### src/core/clbm_pkg.sv
// Behaviour
// - supervise only heating or cooling channels, never alarm channels
// - heating expects input rising at full power, falling at zero power
// - cooling expects input falling at full power, rising at zero power
// - output reaching an extreme starts the timer and latches the input
// - the input at the extreme is kept as the band check baseline
// - input moving the band away before expiry clears the timer
// - each band step at the same extreme re-latches input, restarts timing
// - any output level change resets the timer
// - timer held cleared while output sits between extremes
// - expiry without movement latches fault, lights status, stops control
// - on fault outputs are forced to the error-mode output state
// - restart delay is off or 1 to 999 seconds, off by default
// - with restart off, operator must go stop or manual, then auto
// - break time set to off disables supervision on that channel
package clbm_pkg;
  localparam int CLK_PERIOD_NS = 10;
  localparam longint TICK_PERIOD_NS = 1000000000;
  localparam int TICK_CYCLES = int'(TICK_PERIOD_NS / CLK_PERIOD_NS);
  localparam int PV_W = 16;
  localparam int OUT_W = 10;
  localparam logic [OUT_W-1:0] OUT_FULL = 10'h3E8;
  // register map, per channel block of 0x20 bytes
  localparam int CH_SHIFT = 5;
  localparam logic [4:0] REG_CFG = 5'h00;
  localparam logic [4:0] REG_BRK_TIME = 5'h04;
  localparam logic [4:0] REG_BAND = 5'h08;
  localparam logic [4:0] REG_RESTART = 5'h0C;
  localparam logic [4:0] REG_MODE = 5'h10;
  localparam logic [4:0] REG_STATUS = 5'h14;
  // field positions and codes
  localparam int CFG_ERR_ON_BIT = 2;
  localparam int STAT_STATE_LSB = 1;
  localparam int STAT_TIMER_LSB = 16;
  localparam logic [1:0] LOGIC_HEAT = 2'h0;
  localparam logic [1:0] LOGIC_COOL = 2'h1;
  localparam logic [1:0] OP_STOP = 2'h0;
  localparam logic [1:0] OP_MAN = 2'h1;
  localparam logic [1:0] OP_AUTO = 2'h2;
  localparam logic [1:0] RESP_OKAY = 2'h0;
  localparam logic [1:0] RESP_SLVERR = 2'h2;
  // limits and reset values
  localparam logic [13:0] BRK_TIME_MAX = 14'h270F;
  localparam logic [9:0] RESTART_MAX = 10'h3E7;
  localparam logic [1:0] CFG_LOGIC_RST = LOGIC_HEAT;
  localparam logic CFG_ERR_ON_RST = 1'b0;
  localparam logic [13:0] BRK_TIME_RST = 14'h0000;
  localparam logic [PV_W-1:0] BAND_RST = 16'h000A;
  localparam logic [9:0] RESTART_RST = 10'h000;
  localparam logic [1:0] OP_RST = OP_STOP;

  typedef enum logic [2:0] {
    M_STOP, M_MAN, M_AUTO, M_HALT, M_BREAK
  } clbm_mode_t;

  typedef struct packed {
    logic [PV_W-1:0] pv;
    logic pv_valid;
    logic [OUT_W-1:0] out_level;
  } clbm_ch_in_t;

  typedef struct packed {
    logic run;
    logic ovr;
    logic ovr_on;
    logic led;
  } clbm_ch_out_t;

  typedef struct packed {
    logic [1:0] cfg_logic;
    logic err_on;
    logic [13:0] brk_time;
    logic [PV_W-1:0] band;
    logic [9:0] rst_dly;
    logic [1:0] op;
    clbm_mode_t mode;
    logic fault;
    logic [PV_W-1:0] ref_pv;
    logic [OUT_W-1:0] prev_out;
    logic [13:0] btimer;
    logic [9:0] rtimer;
    clbm_ch_out_t out;
  } clbm_ch_t;

  // signed difference of two unsigned readings
  function automatic logic signed [PV_W:0] clbm_sub(
    input logic [PV_W-1:0] a,
    input logic [PV_W-1:0] b
  );
    clbm_sub = $signed({1'b0, a}) - $signed({1'b0, b});
  endfunction

  // byte-lane merge of a write into an old word
  function automatic logic [31:0] clbm_merge(
    input logic [31:0] old,
    input logic [31:0] wd,
    input logic [3:0] strb
  );
    for (int k = 0; k < 4; k++)
    begin
      clbm_merge[8*k +: 8] = strb[k] ? wd[8*k +: 8] : old[8*k +: 8];
    end
  endfunction
endpackage

### src/core/clbm_tick.sv
`timescale 1ns/1ps
`default_nettype none
module clbm_tick #(
  parameter int DIV = 100000000
) (
  input wire logic aclk,
  input wire logic aresetn,
  output logic tick
);
  localparam int CW = $clog2(DIV);
  typedef struct packed {
    logic [CW-1:0] cnt;
    logic tick;
  } clbm_tick_st_t;
  clbm_tick_st_t s;
  clbm_tick_st_t next_s;

  if (DIV < 2)
  begin : g_chk
    $error("clbm_tick: DIV must be at least 2");
  end

  // free-running divider, one-cycle pulse per period
  always_comb
  begin
    next_s = s;
    next_s.tick = 1'b0;
    if (s.cnt == CW'(DIV - 1))
    begin
      next_s.cnt = '0;
      next_s.tick = 1'b1;
    end
    else
    begin
      next_s.cnt = s.cnt + 1'b1;
    end
  end

  // state register
  always_ff @(posedge aclk)
  begin
    if (!aresetn)
      s <= '0;
    else
      s <= next_s;
  end

  assign tick = s.tick;
endmodule
`default_nettype wire

### src/core/clbm_top.sv
`timescale 1ns/1ps
`default_nettype none
module clbm_top
  import clbm_pkg::*;
#(
  parameter int NCH = 2,
  parameter int TICK_DIV = clbm_pkg::TICK_CYCLES
) (
  input wire logic aclk,
  input wire logic aresetn,
  input wire logic [7:0] s_axi_awaddr,
  input wire logic s_axi_awvalid,
  output logic s_axi_awready,
  input wire logic [31:0] s_axi_wdata,
  input wire logic [3:0] s_axi_wstrb,
  input wire logic s_axi_wvalid,
  output logic s_axi_wready,
  output logic [1:0] s_axi_bresp,
  output logic s_axi_bvalid,
  input wire logic s_axi_bready,
  input wire logic [7:0] s_axi_araddr,
  input wire logic s_axi_arvalid,
  output logic s_axi_arready,
  output logic [31:0] s_axi_rdata,
  output logic [1:0] s_axi_rresp,
  output logic s_axi_rvalid,
  input wire logic s_axi_rready,
  input wire clbm_pkg::clbm_ch_in_t [NCH-1:0] ch_in,
  input wire logic [NCH-1:0] fault_keep,
  output clbm_pkg::clbm_ch_out_t [NCH-1:0] ch_out,
  output logic [NCH-1:0] fault_store
);
  typedef struct packed {
    logic init;
    clbm_ch_t [NCH-1:0] ch;
    logic [7:0] awaddr;
    logic aw_got;
    logic [31:0] wdata;
    logic [3:0] wstrb;
    logic w_got;
    logic awready;
    logic wready;
    logic bvalid;
    logic [1:0] bresp;
    logic arready;
    logic rvalid;
    logic [31:0] rdata;
    logic [1:0] rresp;
    logic [NCH-1:0] fstore;
  } clbm_st_t;

  clbm_st_t s;
  clbm_st_t next_s;
  logic tick;

  if (NCH < 1 || NCH > 4)
  begin : g_chk
    $error("clbm_top: NCH must be 1 to 4");
  end

  // seconds tick shared by all channel timers
  clbm_tick #(.DIV(TICK_DIV)) u_tick (
    .aclk(aclk),
    .aresetn(aresetn),
    .tick(tick)
  );

  // register word as software sees it
  function automatic logic [31:0] reg_word(
    input clbm_ch_t c,
    input logic [4:0] off
  );
    reg_word = '0;
    case (off)
      REG_CFG: reg_word = 32'({c.err_on, c.cfg_logic});
      REG_BRK_TIME: reg_word = 32'(c.brk_time);
      REG_BAND: reg_word = 32'(c.band);
      REG_RESTART: reg_word = 32'(c.rst_dly);
      REG_MODE: reg_word = 32'(c.op);
      REG_STATUS:
      begin
        reg_word[0] = c.fault;
        reg_word[STAT_STATE_LSB +: 3] = c.mode;
        reg_word[STAT_TIMER_LSB +: 14] = c.btimer;
      end
      default: reg_word = '0;
    endcase
  endfunction

  // mode chosen by the operator setting outside auto
  function automatic clbm_mode_t follow_op(input logic [1:0] op);
    follow_op = (op == OP_MAN) ? M_MAN : M_STOP;
  endfunction

  // bus slave, register writes and per-channel supervision
  always_comb
  begin
    logic [1:0] wch;
    logic [4:0] woff;
    logic [31:0] wv;
    logic werr;
    logic [1:0] rch;
    logic sup;
    logic ext;
    logic want_rise;
    logic moved;
    logic [PV_W-1:0] pv;
    logic [OUT_W-1:0] ol;
    wch = s.awaddr[CH_SHIFT +: 2];
    woff = s.awaddr[4:0];
    wv = '0;
    werr = 1'b0;
    rch = s_axi_araddr[CH_SHIFT +: 2];
    sup = 1'b0;
    ext = 1'b0;
    want_rise = 1'b0;
    moved = 1'b0;
    pv = '0;
    ol = '0;
    next_s = s;
    next_s.init = 1'b0;

    // write address and data taken in either order
    if (s_axi_awvalid && s.awready)
    begin
      next_s.awaddr = s_axi_awaddr;
      next_s.aw_got = 1'b1;
      next_s.awready = 1'b0;
    end
    if (s_axi_wvalid && s.wready)
    begin
      next_s.wdata = s_axi_wdata;
      next_s.wstrb = s_axi_wstrb;
      next_s.w_got = 1'b1;
      next_s.wready = 1'b0;
    end
    if (s.bvalid && s_axi_bready)
    begin
      next_s.bvalid = 1'b0;
      next_s.awready = 1'b1;
      next_s.wready = 1'b1;
    end

    // perform a write once both halves are held
    if (s.aw_got && s.w_got && !s.bvalid)
    begin
      next_s.aw_got = 1'b0;
      next_s.w_got = 1'b0;
      next_s.bvalid = 1'b1;
      werr = (32'(wch) >= NCH) || (s.awaddr[1:0] != 2'h0);
      if (!werr)
      begin
        wv = clbm_merge(reg_word(s.ch[wch], woff), s.wdata, s.wstrb);
        case (woff)
          REG_CFG:
          begin
            next_s.ch[wch].cfg_logic = wv[1:0];
            next_s.ch[wch].err_on = wv[CFG_ERR_ON_BIT];
          end
          REG_BRK_TIME: next_s.ch[wch].brk_time =
            (wv[31:0] > 32'(BRK_TIME_MAX)) ? BRK_TIME_MAX : wv[13:0];
          REG_BAND: next_s.ch[wch].band = wv[PV_W-1:0];
          // restart delay saturates at its upper limit
          REG_RESTART: next_s.ch[wch].rst_dly =
            (wv[31:0] > 32'(RESTART_MAX)) ? RESTART_MAX : wv[9:0];
          REG_MODE: next_s.ch[wch].op = wv[1:0];
          default: werr = 1'b1;
        endcase
      end
      next_s.bresp = werr ? RESP_SLVERR : RESP_OKAY;
    end

    // reads answer one cycle after the address is taken
    if (s_axi_arvalid && s.arready)
    begin
      next_s.arready = 1'b0;
      next_s.rvalid = 1'b1;
      if ((32'(rch) < NCH) && (s_axi_araddr[1:0] == 2'h0)
          && (s_axi_araddr[4:0] <= REG_STATUS))
      begin
        next_s.rdata = reg_word(s.ch[rch], s_axi_araddr[4:0]);
        next_s.rresp = RESP_OKAY;
      end
      else
      begin
        next_s.rdata = '0;
        next_s.rresp = RESP_SLVERR;
      end
    end
    if (s.rvalid && s_axi_rready)
    begin
      next_s.rvalid = 1'b0;
      next_s.arready = 1'b1;
    end

    // per-channel mode machine and break supervision
    for (int i = 0; i < NCH; i++)
    begin
      pv = ch_in[i].pv;
      ol = ch_in[i].out_level;
      next_s.ch[i].prev_out = ol;
      sup = (s.ch[i].brk_time != '0) && !s.ch[i].cfg_logic[1];
      ext = (ol == OUT_FULL) || (ol == '0);
      want_rise = (s.ch[i].cfg_logic == LOGIC_HEAT) ? (ol == OUT_FULL)
                                                    : (ol == '0);
      moved = want_rise
        ? (clbm_sub(pv, s.ch[i].ref_pv) >= $signed({1'b0, s.ch[i].band}))
        : (clbm_sub(s.ch[i].ref_pv, pv) >= $signed({1'b0, s.ch[i].band}));
      if (s.init)
      begin
        // fault kept in retained storage survives power-on
        if (fault_keep[i])
        begin
          next_s.ch[i].fault = 1'b1;
          next_s.ch[i].mode = M_BREAK;
          // back in auto, so a stop or manual step is still needed
          next_s.ch[i].op = OP_AUTO;
        end
      end
      else
      begin
        case (s.ch[i].mode)
          M_STOP, M_MAN:
          begin
            next_s.ch[i].btimer = '0;
            next_s.ch[i].ref_pv = pv;
            if (s.ch[i].op == OP_AUTO)
              next_s.ch[i].mode = M_AUTO;
            else
              next_s.ch[i].mode = follow_op(s.ch[i].op);
          end
          M_AUTO:
          begin
            if (s.ch[i].op != OP_AUTO)
              next_s.ch[i].mode = follow_op(s.ch[i].op);
            else if (!ch_in[i].pv_valid)
            begin
              next_s.ch[i].mode = M_HALT;
              next_s.ch[i].rtimer = '0;
            end
            else if (!sup || !ext || ol != s.ch[i].prev_out)
            begin
              // level change or mid level: clear and re-latch
              next_s.ch[i].btimer = '0;
              next_s.ch[i].ref_pv = pv;
            end
            else if (moved)
            begin
              next_s.ch[i].btimer = '0;
              next_s.ch[i].ref_pv = pv;
            end
            else if (tick)
            begin
              if (s.ch[i].btimer + 14'h0001 >= s.ch[i].brk_time)
              begin
                next_s.ch[i].fault = 1'b1;
                next_s.ch[i].mode = M_BREAK;
              end
              else
                next_s.ch[i].btimer = s.ch[i].btimer + 14'h0001;
            end
          end
          M_HALT:
          begin
            if (s.ch[i].op != OP_AUTO)
              next_s.ch[i].mode = follow_op(s.ch[i].op);
            else if (!ch_in[i].pv_valid || s.ch[i].rst_dly == '0)
              next_s.ch[i].rtimer = '0;
            else if (tick)
            begin
              if (s.ch[i].rtimer + 10'h001 >= s.ch[i].rst_dly)
              begin
                next_s.ch[i].mode = M_AUTO;
                next_s.ch[i].btimer = '0;
                next_s.ch[i].ref_pv = pv;
              end
              else
                next_s.ch[i].rtimer = s.ch[i].rtimer + 10'h001;
            end
          end
          M_BREAK:
          begin
            // only leaving auto clears the break fault
            if (s.ch[i].op != OP_AUTO)
            begin
              next_s.ch[i].fault = 1'b0;
              next_s.ch[i].mode = follow_op(s.ch[i].op);
            end
          end
          default: next_s.ch[i].mode = M_STOP;
        endcase
      end
      // registered outputs follow the next state
      next_s.ch[i].out.run = next_s.ch[i].mode == M_AUTO;
      next_s.ch[i].out.ovr = (next_s.ch[i].mode == M_STOP)
        || (next_s.ch[i].mode == M_HALT) || (next_s.ch[i].mode == M_BREAK);
      next_s.ch[i].out.ovr_on = ((next_s.ch[i].mode == M_BREAK)
        || (next_s.ch[i].mode == M_HALT)) && next_s.ch[i].err_on;
      next_s.ch[i].out.led = next_s.ch[i].fault;
      next_s.fstore[i] = next_s.ch[i].fault;
    end
  end

  // state register with synchronous reset
  always_ff @(posedge aclk)
  begin
    if (!aresetn)
    begin
      s <= '0;
      s.init <= 1'b1;
      s.awready <= 1'b1;
      s.wready <= 1'b1;
      s.arready <= 1'b1;
      for (int i = 0; i < NCH; i++)
      begin
        s.ch[i].cfg_logic <= CFG_LOGIC_RST;
        s.ch[i].err_on <= CFG_ERR_ON_RST;
        s.ch[i].brk_time <= BRK_TIME_RST;
        s.ch[i].band <= BAND_RST;
        s.ch[i].rst_dly <= RESTART_RST;
        s.ch[i].op <= OP_RST;
        s.ch[i].mode <= M_STOP;
        s.ch[i].out.ovr <= 1'b1;
      end
    end
    else
      s <= next_s;
  end

  // outputs straight from the state register
  assign s_axi_awready = s.awready;
  assign s_axi_wready = s.wready;
  assign s_axi_bvalid = s.bvalid;
  assign s_axi_bresp = s.bresp;
  assign s_axi_arready = s.arready;
  assign s_axi_rvalid = s.rvalid;
  assign s_axi_rdata = s.rdata;
  assign s_axi_rresp = s.rresp;
  assign fault_store = s.fstore;
  for (genvar g = 0; g < NCH; g++)
  begin : g_out
    assign ch_out[g] = s.ch[g].out;
  end
endmodule
`default_nettype wire

### config.mk
export PLATFORM = sky130hd
export DESIGN_NAME = clbm_top
export DESIGN_NICKNAME = d
export VERILOG_FILES = /design/src/core/clbm_pkg.sv /design/src/core/clbm_tick.sv /design/src/core/clbm_top.sv
export SDC_FILE = /design/constraint.sdc
export NUM_CORES = 1
export LEC_CHECK = 0
export BUFFER_PORTS_ARGS = -buffer_cell sky130_fd_sc_hd__buf_2
export CAP_MARGIN = 0
export CORE_ASPECT_RATIO = 0.9
export CORE_MARGIN = 1.5
export CORE_UTILIZATION = 55
export DETAILED_ROUTE_END_ITERATION = 7
export PLACE_DENSITY_LB_ADDON = 0.1
export SETUP_SLACK_MARGIN = 0.05
export SYNTH_ARGS = -nofsm -noshare
export SYNTH_HDL_FRONTEND = slang
export SYNTH_SLANG_ARGS = --single-unit
### constraint.sdc
create_clock -name aclk -period 7.1 [get_ports aclk]
set_input_delay 0.355 -clock aclk [delete_from_list [all_inputs] [get_ports aclk]]
set_output_delay 0.355 -clock aclk [all_outputs]
set_load 0.1 [all_outputs]
==> out/results.ini, run 1 <==
[outcome]
status = finished, final reports clean

[setup_path]
crit_family = compound AO/OA/AOI/OAI gates
crit_path_max_incr_delay_ns = 0.74
crit_fanout = 16
crit_buf_inv = 0
critPathKind = reg2reg
worstPathArrival_ns = 6.49
crit_path_top_delay_cell = a21oi_2
crit_chain = ha_1, nor2b_1, o21ai_0, a21boi_0, o21ai_0, a21oi_1, o31a_1, o41ai_1, o311ai_0, ha_1, nand3_1, or4_1, o211ai_1, a311oi_2, a21oi_2, a2bb2oi_2, a21oi_2, a22o_1
endpoint_kind = flip-flop
cp.depth = 18
startpoint_type = flip-flop
rr_worst_depth = 18
required_ns = 7.61

[floorplan]
die-area_mm2 = 0.0404
fp.dieH_um = 191
start_util = 0.560
placementRows = 68
die_x_um = 212
pin_count = 166
coreArea_mm2 = 0.0385

[timing]
hold_slack_ns = 0.0205
period_minus_slack_ns = 5.98
clock_skew_ns = 0.0230
maxSlewViolCount = 0
tightest_slew_ns = 1.16
post-route-period-util = 0.842
hold_violations = 0
fmax_mhz = 167
tns_ns = 0
rsz0062_at_grt = false
slew_headroom = 0.225
setup_viol = 0

[synth]
synth_compound_area_frac = 0.239
ys_async_sr_fraction = 0
synthXorXnorAreaFrac = 0.0463
synthAdderAreaFrac = 0.108
ys_ff_latch = 315
yosysUniqueCellTypes = 101
syn_area_per_cell_um2 = 7.92
yosys_warnings = 0
synth-edff-count = 0
synthTopCellsByArea = dfxtp_1, ha_1, nand2_1
netlist_instances = 2721
ys_seq_area_frac = 0.293
synthSimpleGateAreaFrac = 0.209
synth_top_flop_cell = dfxtp_1
netlist_area_mm2 = 0.0215
synth_top_cell_by_area = dfxtp_1
synth_commonest_cells = dfxtp_1, nand2_1, nor2_1
muxShareOfSynthArea = 0.0298
yosysMostFrequentCell = dfxtp_1
synth_top_family_by_area = compound AO/OA/AOI/OAI gates
synth_top_area_frac = 0.293

[layout]
stdcell_count = 3309
finalNetCount = 3055
seq_area_mm2 = 0.00631
num_antenna_cells = 0
area_growth_pct = 8.84
final_cell_area_mm2 = 0.0235
multiInputGateArea_mm2 = 0.0136
finalCoreUtilization = 0.610
fillCellCount = 3529
layout-drive-gt1-share = 0.101

[clock_network]
cts_hold_buf = 7
insertion_delay_ns = 0.57
cts_tree = built
cts-buffers-inserted = 37
cts_setup_buffers = 0
root_buffer = clkbuf_16
clkSinkCount = 315
clk_pin_slew_ns = 0.06
cts.path.max_buffers = 3
htreeDepth = 2
cts_resized = 0

[global_routing]
grt_max_degree = 106
antenna_found_initial = 0
overflow = 0
grt_use_total = 0.334
grt_pass1_vias = 18722
grt_first_pass_wirelength_um = 105000

[placement]
port_buffers = 159
gp_congestion = 0.983
post_dp_cell_area_mm2 = 0.0222
placed_cells = 3236
hpwlAfterDp_um = 52200

[run]
maxCapViolCount = 0

[detailed_routing]
drt_iter0_markers = 2209
drt-vias-per-instance = 6.27
wl_per_cell_um = 20.9
drtPass1Iterations = 8
drcViolationCount = 0
wl_um = 69000
ant_nets = 0
route.vias.total = 20753

[power]
power.share.combinational = 0.188
power_density_mw_per_mm2 = 198
power_frac_seq = 0.401
pwr-share-clk = 0.411
p_leak_nw = 9.62
peakVddDrop_mv = 0.265
switching_share = 0.307
intPower_mw = 3.21
power_switching_mw = 1.42

[worst_hold_path]
hp-class = in2reg
holdPathStages = 3

==> per-layer routing <==
metal	wire (µm)	track usage	up-vias
met2	28700	0.492	979
met5	58	0.0172	-
met4	2290	0.112	2
met3	7030	0.0807	164
met1	31000	0.473	9784
li1	-	-	9824
==> cell usage in the layout (no fill, tap or decap), drive strengths merged, types with 60 or more instances in the layout <==
cell / n
a21oi: 210
nor2: 261
buf: 173
o21ai: 96
nand2: 277
inv: 183
ha: 179
xor2: 60
dfxtp: 315
nand3: 78
==> worst register-to-register path, cell delays in order, from the launching register on <==
cell and delay (ns):
dfxtp_1 0.39, ha_1 0.26, nor2b_1 0.13, o21ai_0 0.23, a21boi_0 0.17, o21ai_0 0.26, a21oi_1 0.12, o31a_1 0.27
o41ai_1 0.68, o311ai_0 0.28, ha_1 0.35, nand3_1 0.13, or4_1 0.55, o211ai_1 0.29, a311oi_2 0.25, a21oi_2 0.42
a2bb2oi_2 0.11, a21oi_2 0.74, a22o_1 0.29
==> cell type report <==
type,count,area share
Timing Repair Buffer,180,0.0414
Clock inverter,20,0.00859
Clock buffer,46,0.0422
Inverter,181,0.0292
Sequential cell,315,0.269
Multi-Input combinational cell,2042,0.582
Tap cell,525,0.0280
==> through the flow <==
stage               worst slack [ns]  total power [mW]
global placement                1.20              2.72
detailed placement              1.01              2.74
CTS                             1.20              4.64
floorplan                       2.41              2.52
finish                          1.12              4.63
global route                   0.651              4.83
==> path summary, 6_finish.rpt <==
check,from,endpoint,slack [ns]
worst min register to register,s[78]$_SDFFE_PN0P_,s[78]$_SDFFE_PN0P_,0.46
worst min-delay path,s_axi_wdata[26],s[74]$_SDFFE_PN0P_,0.02
worst max register to register,s[231]$_SDFF_PN0_,s[243]$_SDFF_PN0_,1.12
worst max-delay path,s[231]$_SDFF_PN0_,s[243]$_SDFF_PN0_,1.12
==> state kept, by name, summed over array words and instances (netlist names), 7 cells and up <==
signal / flops
u_tick.s: 27
ch_out: 7
s: 242
s_axi_rdata: 30
==> power by group through the flow <==
stage               Clock (mW)  Combinational, mW  Sequential, mW
floorplan                    0              0.633            1.89
global placement             0              0.830            1.89
detailed placement           0              0.848            1.89
CTS                       1.93              0.855            1.86
global route              2.01              0.957            1.86
finish                    1.90              0.870            1.86
==> kinds of logic after synthesis <==
family                     count (synthesis)
AOI/OAI and AO/OA                        740
other                                      1
muxes                                     60
xor gates and xnor gates                 114
DFF                                      315
and+or+nand+nor                          941
adders and majority gates                183
buffers and inverters                    367
No activity file was read; power rests on OpenSTA's default activity.
==> inputs of run 2 (changes only) <==
Settings changed: ABC_AREA set to 1.
Clock period 7.1 ns to 5.7 ns, I/O delays scaled along.
==> run 2 against run 1 <==
  * Utilization up 0.89 points
  * Die area up 12%
  * Cell area up 14%
  * Sequential power up 26%
  * Critical path depth up 6
  * Critical endpoint is now s[133]$_SDFF_PN0_
==> out/results.ini, run 2 <==
[setup_path]
endpoint_kind = flip-flop
rr_worst_depth = 21
worstPathArrival_ns = 5.01
r2r-end = s[133]$_SDFF_PN0_
crit_buf_inv = 4
crit_family = simple AND/OR/NAND/NOR gates
required_ns = 6.17
crit_fanout = 7
startpoint_type = input pin
critPathKind = in2reg
crit_path_max_incr_delay_ns = 0.68
r2r-start = s[129]$_SDFF_PN0_
crit_path_top_delay_cell = nor2_1
rrSetupSlack_ns = 1.22
crit_chain = dlygate4sd3_1, buf_2, inv_1, ha_1, nand2_1, o21ai_0, nand2_1, o211ai_1, nand2_1, o2111ai_1, xor2_1, ha_1, nand3_1, nor3_1, a211oi_1, nand2_1, a21oi_2, nand2_2, nand2_4, o21ai_1, nor2_1, o21ai_0, o211ai_1, inv_1
critPathMostFrequentCell = nand2_1

[floorplan]
fp.dieH_um = 202
die_x_um = 224
die-area_mm2 = 0.0453
placementRows = 72
start_util = 0.561
coreArea_mm2 = 0.0432
pin_count = 166

[synth]
syn_area_per_cell_um2 = 6.67
synth_top_area_frac = 0.261
synth_top_cell_by_area = dfxtp_1
yosysMostFrequentCell = nand2_1
ys_ff_latch = 315
ys_async_sr_fraction = 0
yosys_warnings = 0
netlist_area_mm2 = 0.0242
synth-edff-count = 0
synth_top_flop_cell = dfxtp_1
synth_commonest_cells = nand2_1, inv_1, a21oi_1
yosysUniqueCellTypes = 72
ys_seq_area_frac = 0.261
netlist_instances = 3629
synthTopCellsByArea = dfxtp_1, nand2_1, ha_1

[layout]
top_register = s
fillCellCount = 4031
finalCoreUtilization = 0.619
layout_commonest_cell = nand2_1
layout-drive-gt1-share = 0.0979
seq_area_mm2 = 0.00631
area_growth_pct = 10.3
largest_register_ff_count = 242
finalNetCount = 4011
stdcell_count = 4295
final_cell_mix = nand2_1, inv_1, a21oi_1, dfxtp_1, nor2_1
final_cell_area_mm2 = 0.0267
multiInputGateArea_mm2 = 0.0149

[detailed_routing]
wl_per_cell_um = 19.6
drcViolationCount = 0
wl_um = 84400
ant_nets = 0
drtPass1Iterations = 6
route.vias.total = 25817
drt-vias-per-instance = 6.01
drt_iter0_markers = 2914

[timing]
tns_ns = 0
period_minus_slack_ns = 4.54
slew_headroom = 0.234
post-route-period-util = 0.797
maxSlewViolCount = 0
tightest_slew_ns = 1.15
hold_violations = 0
clock_skew_ns = 0.0277
fmax_mhz = 220
setup_viol = 0
rsz0062_at_grt = false
hold_slack_ns = 0.0276

[power]
pwr-share-clk = 0.387
p_leak_nw = 11.8
power_switching_mw = 2.20
power_density_mw_per_mm2 = 242
switching_share = 0.340
power.share.combinational = 0.250
power_frac_seq = 0.363
intPower_mw = 4.27
peakVddDrop_mv = 0.216

[global_routing]
grt_use_total = 0.367
grt_max_degree = 119
overflow = 0
grt_first_pass_wirelength_um = 132000
grt_pass1_vias = 24105
antenna_found_initial = 2

[clock_network]
cts-buffers-inserted = 37
root_buffer = clkbuf_16
cts_tree = built
clk_pin_slew_ns = 0.06
clkSinkCount = 315
cts.path.max_buffers = 3
htreeDepth = 2
insertion_delay_ns = 0.59
cts_setup_buffers = 0

[placement]
port_buffers = 159
gp_congestion = 0.985
placed_cells = 4162
hpwlAfterDp_um = 62300
post_dp_cell_area_mm2 = 0.0248

[worst_hold_path]
min-delay-start = s_axi_awaddr[2]
worstHoldEndpoint = s[83]$_SDFFE_PN0P_
holdPathStages = 3
hp-class = in2reg

[outcome]
status = finished, final reports clean

[run]
maxCapViolCount = 0

-- run 2: worst max-delay path by stage --
| stage | to | start | slack [ns] | depth (start not counted) |
|---|---|---|---|---|
| CTS | s[133]$_SDFF_PN0_ | ch_in[13] | 1.30 | 24 |
| global route | s[130]$_SDFF_PN0_ | ch_in[13] | 0.77 | 24 |
| global placement | s[128]$_SDFF_PN0_ | ch_in[13] | 1.35 | 25 |
| floorplan | s[130]$_SDFF_PN0_ | s[129]$_SDFF_PN0_ | 2.39 | 24 |
| finish | s[133]$_SDFF_PN0_ | ch_in[13] | 1.16 | 24 |
| detailed placement | s[133]$_SDFF_PN0_ | ch_in[13] | 1.23 | 23 |
-- run 2: kinds of logic (layout without fill, tap and decap cells) --
family,Yosys count,count (layout),share of synthesized area
AO/OA/AOI/OAI,957,957,0.238
XOR/XNOR,102,102,0.0369
adder cells (fa/ha/maj),183,183,0.0959
buffers and inverters,723,830,0.125
flip-flops,315,315,0.261
multiplexers,1,1,0.000414
other,1,5,0.000155
AND/OR/NAND/NOR,1347,1347,0.242
-- run 2: layout make-up --
class                           count  share of cell area
Multi-Input combinational cell   2594               0.557
Sequential cell                   315               0.236
Inverter                          517              0.0729
Timing Repair Buffer              248              0.0617
Clock buffer                       51              0.0389
Tap cell                          555              0.0260
Clock inverter                     14             0.00722
Antenna cell                        1           0.0000937
-- run 2: per-stage QoR --
stage | setup WS [ns] | total power [mW]
2_1_floorplan | 2.39 | 3.53
3_3_place_gp | 1.35 | 3.89
3_5_place_dp | 1.23 | 3.93
4_1_cts | 1.30 | 6.45
5_1_grt | 0.774 | 6.75
6_report | 1.16 | 6.47
-- run 2: metal layers --
| metal | share of wire | vias to the layer above | track usage |
|---|---|---|---|
| met5 | 0.00011 | - | 0 |
| met3 | 0.10 | 213 | 0.0733 |
| met1 | 0.43 | 11967 | 0.505 |
| met4 | 0.039 | 2 | 0.142 |
| met2 | 0.43 | 1325 | 0.563 |
| li1 | - | 12310 | - |
-- run 2: power groups by stage --
stage	clock [mW]	sequential (mW)	combinational [mW]
6_report	2.50	2.35	1.62
5_1_grt	2.60	2.36	1.79
4_1_cts	2.52	2.34	1.58
3_5_place_dp	0	2.39	1.54
3_3_place_gp	0	2.39	1.50
2_1_floorplan	0	2.39	1.14
-- run 2: worst register-to-register path, stage by stage, from the launching register on --
cell and delay, ns:
dfxtp_1 0.33, ha_1 0.44, nand2_1 0.13, o21ai_0 0.31, nand2_1 0.11, o211ai_1 0.20, nand2_1 0.18, o2111ai_1 0.15
xor2_1 0.20, ha_1 0.27, nand3_1 0.11, nor3_1 0.06, a211oi_1 0.21, nand2_1 0.13, a21oi_2 0.20, nand2_2 0.10
nand2_4 0.10, o21ai_1 0.08, nor2_1 0.68, o21ai_0 0.22, o211ai_1 0.13, inv_1 0.05
-- run 2: timing repair --
item | 4_1_cts | 5_1_grt
hold buffers | 67 | 0
gates resized for setup | 0 | 0
endpoints found under the hold margin | 68 | 0
setup endpoints to repair | 0 | 0
